[src/tdho_pkg.sv]
// package of constants and types for the data-link transmit option block
package tdho_pkg;

    // ------------------------------------------------------------
    // register map and bus widths
    // ------------------------------------------------------------
    localparam int         WB_DW      = 32;
    localparam int         WB_AW      = 8;
    localparam logic [7:0] ADR_CTRL   = 8'h00; // link_control_three
    localparam logic [7:0] ADR_COUNT  = 8'h04; // transmit_message_count
    localparam logic [7:0] ADR_DATA   = 8'h08; // outbound octet push
    localparam logic [7:0] ADR_STATUS = 8'h0c; // status, write one to clear
    localparam logic [7:0] ADR_CMD    = 8'h10; // start and stop commands

    // ------------------------------------------------------------
    // field positions and reset values
    // ------------------------------------------------------------
    localparam int         CMD_GO     = 0;
    localparam int         CMD_STOP   = 1;
    localparam int         STA_BUSY   = 0;
    localparam int         STA_DONE   = 1;
    localparam int         STA_UNDER  = 2;
    localparam int         STA_FULL   = 3;
    localparam int         STA_EMPTY  = 4;
    localparam int         CNT_W      = 7;
    localparam logic [2:0] CTRL_RESET = 3'h0;
    localparam logic [6:0] CNT_RESET  = 7'h00;

    // ------------------------------------------------------------
    // line coding constants
    // ------------------------------------------------------------
    localparam logic [7:0]  FLAG_OCTET  = 8'h7e;
    localparam logic [7:0]  ABORT_OCTET = 8'hfe; // zero then seven ones
    localparam logic [7:0]  BOS_TAIL    = 8'hff;
    localparam logic [15:0] CRC_INIT    = 16'hffff;
    localparam logic [15:0] CRC_POLY    = 16'h8408;
    localparam logic [2:0]  ONES_MAX    = 3'h5;
    localparam logic [4:0]  OCTET_BITS  = 5'h08;
    localparam logic [4:0]  WORD_BITS   = 5'h10;
    localparam int          FIFO_W      = 8;
    localparam int          FIFO_DEPTH  = 4;

    // ------------------------------------------------------------
    // carriers and states
    // ------------------------------------------------------------
    typedef struct packed {
        logic        cyc;
        logic        stb;
        logic        we;
        logic [7:0]  adr;
        logic [3:0]  sel;
        logic [31:0] dat;
    } tdho_wb_req_t;

    // packed so that the fields sit at bits 2..0 of the register
    typedef struct packed {
        logic idle_fill;
        logic check_append;
        logic signalling_select;
    } tdho_ctrl_t;

    typedef enum {TX_FLAG, TX_DATA, TX_FCS, TX_BOS} tdho_tx_state_t;

endpackage : tdho_pkg

[src/tdho_top.sv]
// data-link transmit controller with option register, fifo and bus slave
// Function
// - idle fill with message select aborts a frame in progress with fe, then sends only flags 7e, holding back frames; one in its check octets completes
// - with no frame waiting the line carries repeated flag octets
// - idle fill bit has no effect while bit-pattern signalling is selected
// - check-append set adds crc octets after each message frame, else none
// - check-append bit has no effect in bit-pattern signalling
// - select 0 sends bit patterns, 1 sends message frames; resets to 0
// - bit pattern repeats count times then signals done; zero repeats forever
// - message count is frame octets including header, excluding check octets
//
// Added by the designer: register access over Wishbone and the register offsets.
`timescale 1ns/1ns

// ------------------------------------------------------------
// fifo
// ------------------------------------------------------------
module tdho_fifo #(
    parameter int W = 8,
    parameter int D = 4
) (
    input  wire logic         clk_i,
    input  wire logic         rst_i,
    input  wire logic         in_valid_i,
    output logic              in_ready_o,
    input  wire logic [W-1:0] in_data_i,
    output logic              out_valid_o,
    input  wire logic         out_ready_i,
    output logic [W-1:0]      out_data_o
);
    localparam int PW = $clog2(D);
    logic [W-1:0]  mem_r [D];
    logic [PW-1:0] wp_r, wp_nxt, rp_r, rp_nxt;
    logic [PW:0]   cnt_r, cnt_nxt;
    logic          push, pop;

    // handshakes and pointer steps
    always_comb
    begin
        push   = in_valid_i && in_ready_o;
        pop    = out_valid_o && out_ready_i;
        wp_nxt = push ? PW'(wp_r + 1'b1) : wp_r;
        rp_nxt = pop ? PW'(rp_r + 1'b1) : rp_r;
        cnt_nxt = cnt_r;
        if (push && !pop)
            cnt_nxt = (PW+1)'(cnt_r + 1'b1);
        else if (pop && !push)
            cnt_nxt = (PW+1)'(cnt_r - 1'b1);
    end

    assign in_ready_o  = (cnt_r != (PW+1)'(D));
    assign out_valid_o = (cnt_r != '0);
    assign out_data_o  = mem_r[rp_r];

    // pointer and storage registers
    always_ff @(posedge clk_i)
    begin
        if (rst_i)
        begin
            wp_r  <= '0;
            rp_r  <= '0;
            cnt_r <= '0;
        end
        else
        begin
            wp_r  <= wp_nxt;
            rp_r  <= rp_nxt;
            cnt_r <= cnt_nxt;
        end
        if (push)
            mem_r[wp_r] <= in_data_i;
    end
endmodule : tdho_fifo

// ------------------------------------------------------------
// top
// ------------------------------------------------------------
module tdho_top (
    input  wire logic                  clk_i,
    input  wire logic                  rst_i,
    input  wire tdho_pkg::tdho_wb_req_t wb_i,
    output logic [tdho_pkg::WB_DW-1:0] wb_dat_o,
    output logic                       wb_ack_o,
    input  wire logic                  dl_slot_i,
    output logic                       tx_bit_o,
    output logic                       transmit_transfer_done_o
);
    import tdho_pkg::*;

    tdho_ctrl_t          ctl_r, ctl_nxt;
    logic [CNT_W-1:0]    cnt_r, cnt_nxt;
    logic                ack_r, ack_nxt, go_r, go_nxt, stop_r, stop_nxt;
    logic                done_r, done_nxt, under_r, under_nxt;
    logic [WB_DW-1:0]    rd_r, rd_nxt;
    logic                req, wr_fire, wr_lo, push;
    logic                f_ready, f_valid, f_pop;
    logic [FIFO_W-1:0]   f_data;
    tdho_tx_state_t      st_r, st_nxt;
    logic [15:0]         sh_r, sh_nxt, crc_r, crc_nxt;
    logic [4:0]          nb_r, nb_nxt;
    logic [2:0]          ones_r, ones_nxt;
    logic                stf_r, stf_nxt, fcs_r, fcs_nxt;
    logic                bit_r, bit_nxt, pulse_r, pulse_nxt;
    logic [CNT_W-1:0]    left_r, left_nxt;
    logic [7:0]          pat_r, pat_nxt;
    logic                load, idle_eff, data_bit, done_ev, under_ev;

    // ------------------------------------------------------------
    // bus slave
    // ------------------------------------------------------------
    assign req     = wb_i.cyc && wb_i.stb;
    assign wr_fire = req && ack_r && wb_i.we;
    assign wr_lo   = wr_fire && wb_i.sel[0];
    assign push    = wr_lo && (wb_i.adr == ADR_DATA);

    // ack waits on fifo space for octet pushes
    always_comb
    begin
        ack_nxt = req && !ack_r
                  && !(wb_i.we && wb_i.adr == ADR_DATA && !f_ready);
        rd_nxt  = '0;
        unique case (wb_i.adr)
            ADR_CTRL:   rd_nxt[2:0] = ctl_r;
            ADR_COUNT:  rd_nxt[CNT_W-1:0] = cnt_r;
            ADR_STATUS:
            begin
                rd_nxt[STA_BUSY]  = (st_r != TX_FLAG) || go_r;
                rd_nxt[STA_DONE]  = done_r;
                rd_nxt[STA_UNDER] = under_r;
                rd_nxt[STA_FULL]  = !f_ready;
                rd_nxt[STA_EMPTY] = !f_valid;
            end
            default:    rd_nxt = '0; // unmapped reads zero
        endcase
    end

    // software controls and sticky flags, set wins over clear
    always_comb
    begin
        ctl_nxt   = ctl_r;
        cnt_nxt   = cnt_r;
        go_nxt    = go_r;
        stop_nxt  = stop_r;
        if (wr_lo && wb_i.adr == ADR_CTRL)
            ctl_nxt = wb_i.dat[2:0];
        if (wr_lo && wb_i.adr == ADR_COUNT)
            cnt_nxt = wb_i.dat[CNT_W-1:0];
        if (load && st_r == TX_FLAG && go_r && f_valid && !idle_eff)
            go_nxt = 1'b0;
        if (load && st_r == TX_BOS)
            stop_nxt = 1'b0;
        if (wr_lo && wb_i.adr == ADR_CMD && wb_i.dat[CMD_GO])
            go_nxt = 1'b1;
        if (wr_lo && wb_i.adr == ADR_CMD && wb_i.dat[CMD_STOP])
            stop_nxt = 1'b1;
        done_nxt  = done_r;
        under_nxt = under_r;
        if (wr_lo && wb_i.adr == ADR_STATUS && wb_i.dat[STA_DONE])
            done_nxt = 1'b0;
        if (wr_lo && wb_i.adr == ADR_STATUS && wb_i.dat[STA_UNDER])
            under_nxt = 1'b0;
        if (done_ev)
            done_nxt = 1'b1;
        if (under_ev)
            under_nxt = 1'b1;
    end

    // bus and control registers
    always_ff @(posedge clk_i)
    begin
        if (rst_i)
        begin
            ctl_r   <= CTRL_RESET;
            cnt_r   <= CNT_RESET;
            ack_r   <= 1'b0;
            rd_r    <= '0;
            go_r    <= 1'b0;
            stop_r  <= 1'b0;
            done_r  <= 1'b0;
            under_r <= 1'b0;
        end
        else
        begin
            ctl_r   <= ctl_nxt;
            cnt_r   <= cnt_nxt;
            ack_r   <= ack_nxt;
            rd_r    <= rd_nxt;
            go_r    <= go_nxt;
            stop_r  <= stop_nxt;
            done_r  <= done_nxt;
            under_r <= under_nxt;
        end
    end

    assign wb_ack_o = ack_r;
    assign wb_dat_o = rd_r;

    tdho_fifo #(
        .W (FIFO_W),
        .D (FIFO_DEPTH)
    ) u_fifo (
        .clk_i       (clk_i),
        .rst_i       (rst_i),
        .in_valid_i  (push),
        .in_ready_o  (f_ready),
        .in_data_i   (wb_i.dat[FIFO_W-1:0]),
        .out_valid_o (f_valid),
        .out_ready_i (f_pop),
        .out_data_o  (f_data)
    );

    // ------------------------------------------------------------
    // serial transmitter
    // ------------------------------------------------------------
    assign idle_eff = ctl_r.idle_fill && ctl_r.signalling_select;
    assign data_bit = dl_slot_i && ones_r != ONES_MAX;
    assign load     = data_bit && nb_r == 5'h01;

    // bit emission, stuffing, crc and octet sequencing
    always_comb
    begin
        st_nxt = st_r; sh_nxt = sh_r; nb_nxt = nb_r;
        ones_nxt = ones_r; stf_nxt = stf_r; fcs_nxt = fcs_r;
        crc_nxt = crc_r; bit_nxt = bit_r; left_nxt = left_r;
        pat_nxt = pat_r; f_pop = 1'b0; done_ev = 1'b0; under_ev = 1'b0;
        if (dl_slot_i && ones_r == ONES_MAX)
        begin
            bit_nxt  = 1'b0; // stuffed zero after five ones
            ones_nxt = '0;
        end
        else if (dl_slot_i)
        begin
            bit_nxt  = sh_r[0];
            ones_nxt = (stf_r && sh_r[0]) ? 3'(ones_r + 1'b1) : '0;
            if (st_r == TX_DATA)
                crc_nxt = (crc_r >> 1)
                          ^ ((crc_r[0] ^ sh_r[0]) ? CRC_POLY : '0);
            sh_nxt = sh_r >> 1;
            nb_nxt = 5'(nb_r - 1'b1);
        end
        if (load)
        begin
            sh_nxt  = {8'h00, FLAG_OCTET};
            nb_nxt  = OCTET_BITS;
            stf_nxt = 1'b0;
            unique case (st_r)
                TX_FLAG:
                    if (go_r && f_valid && !ctl_r.signalling_select)
                    begin
                        st_nxt   = TX_BOS;
                        f_pop    = 1'b1;
                        pat_nxt  = f_data;
                        left_nxt = cnt_r;
                        sh_nxt   = {BOS_TAIL, f_data};
                        nb_nxt   = WORD_BITS;
                    end
                    else if (go_r && f_valid && !idle_eff && cnt_r != '0)
                    begin
                        st_nxt   = TX_DATA;
                        f_pop    = 1'b1;
                        fcs_nxt  = ctl_r.check_append;
                        crc_nxt  = CRC_INIT;
                        left_nxt = CNT_W'(cnt_r - 1'b1);
                        sh_nxt   = {8'h00, f_data};
                        stf_nxt  = 1'b1;
                    end
                TX_DATA:
                    if (idle_eff || (left_r != '0 && !f_valid))
                    begin
                        st_nxt   = TX_FLAG;
                        sh_nxt   = {8'h00, ABORT_OCTET};
                        under_ev = !idle_eff;
                    end
                    else if (left_r != '0)
                    begin
                        f_pop    = 1'b1;
                        left_nxt = CNT_W'(left_r - 1'b1);
                        sh_nxt   = {8'h00, f_data};
                        stf_nxt  = 1'b1;
                    end
                    else if (fcs_r)
                    begin
                        st_nxt  = TX_FCS;
                        sh_nxt  = ~crc_nxt;
                        nb_nxt  = WORD_BITS;
                        stf_nxt = 1'b1;
                    end
                    else
                    begin
                        st_nxt  = TX_FLAG;
                        done_ev = 1'b1;
                    end
                TX_FCS:
                begin
                    st_nxt  = TX_FLAG;
                    done_ev = 1'b1;
                end
                TX_BOS:
                    if ((cnt_r != '0 && left_r == 7'h01) || stop_r)
                    begin
                        st_nxt  = TX_FLAG;
                        done_ev = cnt_r != '0 && !stop_r;
                    end
                    else
                    begin
                        left_nxt = (left_r == '0) ? '0 : CNT_W'(left_r - 1'b1);
                        sh_nxt   = {BOS_TAIL, pat_r};
                        nb_nxt   = WORD_BITS;
                    end
            endcase
        end
        pulse_nxt = done_ev;
    end

    // transmitter registers
    always_ff @(posedge clk_i)
    begin
        if (rst_i)
        begin
            st_r <= TX_FLAG; sh_r <= {8'h00, FLAG_OCTET};
            nb_r <= OCTET_BITS; ones_r <= '0; stf_r <= 1'b0;
            fcs_r <= 1'b0; crc_r <= CRC_INIT; bit_r <= 1'b1;
            left_r <= '0; pat_r <= '0; pulse_r <= 1'b0;
        end
        else
        begin
            st_r <= st_nxt; sh_r <= sh_nxt;
            nb_r <= nb_nxt; ones_r <= ones_nxt; stf_r <= stf_nxt;
            fcs_r <= fcs_nxt; crc_r <= crc_nxt; bit_r <= bit_nxt;
            left_r <= left_nxt; pat_r <= pat_nxt; pulse_r <= pulse_nxt;
        end
    end

    assign tx_bit_o                 = bit_r;
    assign transmit_transfer_done_o = pulse_r;
endmodule : tdho_top

[config.mk]
export PLATFORM = sky130hd
export DESIGN_NAME = tdho_top
export DESIGN_NICKNAME = d
export VERILOG_FILES = /design/src/tdho_pkg.sv /design/src/tdho_top.sv
export SDC_FILE = /design/constraint.sdc
export NUM_CORES = 1
export LEC_CHECK = 0
export BUFFER_PORTS_ARGS = -buffer_cell sky130_fd_sc_hd__buf_2
export CAP_MARGIN = 20
export CORE_UTILIZATION = 50
export DETAILED_ROUTE_END_ITERATION = 12
export GPL_ROUTABILITY_DRIVEN = 0
export PLACE_DENSITY_LB_ADDON = 0.3
export SYNTH_ARGS = -nofsm -noshare
export SYNTH_HDL_FRONTEND = slang
export SYNTH_HIERARCHICAL = 1
export SYNTH_SLANG_ARGS = --single-unit
[constraint.sdc]
create_clock -name clk_i -period 3.4 [get_ports clk_i]
set_input_delay 0.51 -clock clk_i [delete_from_list [all_inputs] [get_ports clk_i]]
set_output_delay 0.51 -clock clk_i [all_outputs]
set_load 0.01 [all_outputs]
==> out/results.ini <==
[global_route]
grtUsageTotal=0.227
gr-total-overflow=0
grt_max_degree=63
grt_pass1_vias=4568
grt_pass1_wl_um=22300
antenna_found_initial=0

[routing]
drtAntennaViolNets=0
drt_iter0_markers=399
wl_per_cell_um=16.5
first_pass_iters=11
vias_per_cell=5.85
drc_errors=4
routed-via-count=4771
wl_um=13500

[die]
initial_core_util=0.522
dieArea_sq_mm=0.0126
die_h_um=112
core_sq_mm=0.0116
ioPinCount=85
rows=39
die_width_um=112

[final_layout]
area_growth_pct=13.2
fillers=977
fin_nets=723
drive_above_1_share=0.161
final_common_cell=dfxtp_1
layout_common_cells=92 x dfxtp_1, 70 x nand2_1, 56 x a21oi_1
diodes=0
finalInstanceArea_sq_mm=0.00687
seq_area_sq_mm=0.00280
multi_input_area_sq_mm=0.00292

[critical_path]
path_max_fanout=9
cp-end-kind=flop
crit_path_top_delay_cell=a311oi_4
worst_setup_path_start_kind=flop
crit_family=compound AO/OA/AOI/OAI gates
max_stage_delay_ns=0.51
worstPathRequired_ns=3.74
critical_path.cell_chain=inv_1 > ha_1 > and2b_2 > a311oi_4 > o2bb2ai_1 > and2_1 > o31ai_2 > ha_1 > inv_1 > fa_1 > xor2_1 > or3_1 > a21oi_1
cp_num_buf_inv=2
rrSetupSlack_ns=0.18
critPathArrivalTime_ns=3.56
path_class=reg -> reg

[synth]
synth-edff-count=32
synth_seq_area_share=0.462
yosysWarnings=6
synth_top_cell_by_area=dfxtp_1
synthDominantCellAreaShare=0.304
ys_async_sr_fraction=0
avgSynthCellArea_sq_um=9.71
synth-main-ff-cell=dfxtp_1
synth.area.top_cells=dfxtp_1 30%, edfxtp_1 16%, a21oi_1 4.6%
syn_area_sq_mm=0.00607
syn_inst=625
ys_ff_latch=124
synth.distinct_cells=75

[sta]
fin_skew_ns=0.00526
finalSetupViolCount=0
fmax_ghz=0.311
report.final.slew_viol_count=0
finalCritPeriodShare=0.947
rsz0062_at_grt=false
hold_viol_final=0
worst_slack_ns=0.180
hold_slack_ns=0.318
slew_headroom=0.453
period_minus_slack_ns=3.22
tns_ns=0
tightestPinTransition_ns=0.815

[place]
post-place-ws_ns=0.196
port_buffers=32
post_dp_cell_area_sq_mm=0.00623
dp.final_hpwl_um=9300

[pwr]
power.density_mw_per_mm2=515
ir_drop_mv=0.632
p_leak_nw=2.75

[clock_network]
cts-buffers-inserted=17
worstSkewPairLatency_ns=0.41
tritoncts=yes
ctsLongestPathBuffers=2
holdBufCountCts=0
htree_levels=4
cts_sinks=124
clk_pin_slew_ns=0.06
root_buffer=clkbuf_16

[outcome]
status=finished, violations left
violations=design-rule violations

[worst_hold_path]
min_path_type=in -> reg

[job]
cap_violations=0

-- per-layer routing --
| metal | GRT usage | wire, um | vias to the layer above |
|---|---|---|---|
| li1 | - | - | 2274 |
| met4 | 0.0853 | 291 | 0 |
| met2 | 0.379 | 6570 | 200 |
| met3 | 0.0599 | 793 | 30 |
| met1 | 0.284 | 5800 | 2267 |
| met5 | 0 | 0 | - |
-- report_power, final --
part / switching, W / internal [W]
clock: 0.000674 / 0.00120
combinational: 0.0000834 / 0.0000398
sequential: 0.0000130 / 0.00153
-- cell families (layout without fill, tap and decap cells) --
kind of cell / count (synthesis) / after routing / share of synthesized area
AND/OR/NAND/NOR: 196 / 196 / 0.156
AO/OA/AOI/OAI: 163 / 163 / 0.180
flip-flops: 124 / 124 / 0.462
buffers and inverters: 77 / 100 / 0.0741
multiplexers: 37 / 37 / 0.0786
adder cells (fa/ha/maj): 14 / 14 / 0.0301
XOR/XNOR: 13 / 13 / 0.0188
other: 1 / 25 / 0.000618
-- registers in the layout, summed over array words and instances (netlist names), 5 cells and up, named ones only --
name and cells:
cnt_r 7, u_fifo/mem_r 32, wb_dat_o 7, pat_r 8
left_r 7, crc_r 16, sh_r 16, nb_r 5
-- worst reg2reg max path, stage by stage (launching register included) --
cell and delay (ns):
dfxtp_1 0.38, inv_1 0.11, ha_1 0.21, and2b_2 0.24, a311oi_4 0.51, o2bb2ai_1 0.28, and2_1 0.24, o31ai_2 0.10
ha_1 0.24, inv_1 0.08, fa_1 0.20, xor2_1 0.10, or3_1 0.32, a21oi_1 0.14
-- path summary, 6_finish.rpt --
path	to	from	cells after the start
worst max-delay path	u_fifo/cnt_r[2]$_SDFFE_PP0P_	cnt_r[0]$_SDFFE_PP0P_	13
worst min-delay path	u_fifo/mem_r[2][7]$_DFFE_PP_	wb_i[7]	1
worst max register to register	u_fifo/cnt_r[2]$_SDFFE_PP0P_	cnt_r[0]$_SDFFE_PP0P_	13
worst min register to register	wb_ack_o$_SDFF_PP0_	wb_ack_o$_SDFF_PP0_	1
-- cell usage after synthesis, drive strengths merged (3+ instances only) --
cell type,instances
nand2b,4
mux4,8
a31oi,6
or4,3
inv,21
nor3,9
buf,31
nor3b,4
a21oi,56
nor2b,4
o221ai,5
xnor2,4
o211ai,5
nand3,14
or3,7
nor4,5
nor2,57
ha,13
and2,7
o31ai,3
a22oi,5
dfxtp,92
mux2i,27
a211oi,7
o22ai,12
edfxtp,32
clkbuf,24
o21bai,9
nand2,70
xor2,9
a211o,5
and3,3
nand3b,3
o21ai,30
-- layout make-up --
type,instances,share of cell area
Clock inverter,11,0.0184
Inverter,22,0.0120
Tap cell,143,0.0261
Clock buffer,21,0.0723
Sequential cell,124,0.408
Multi-Input combinational cell,448,0.424
Timing Repair Buffer,46,0.0386
-- through the flow --
step	utilization	std cells	power, W
final	0.591	815	0.00354
after global routing	0.591	815	0.00366
after CTS	0.590	815	0.00356
after detailed placement	0.537	783	0.00170
after global placement	0.537	783	0.00169
after floorplan	-	649	0.00168
-- repair_timing --
action                                  in CTS  in global routing
hold endpoints to repair                     0                  0
endpoints found under the setup margin       0                  2
resized for setup                            0                  1
setup buffers                                0                  0
Power figures use the tool's default switching activity.
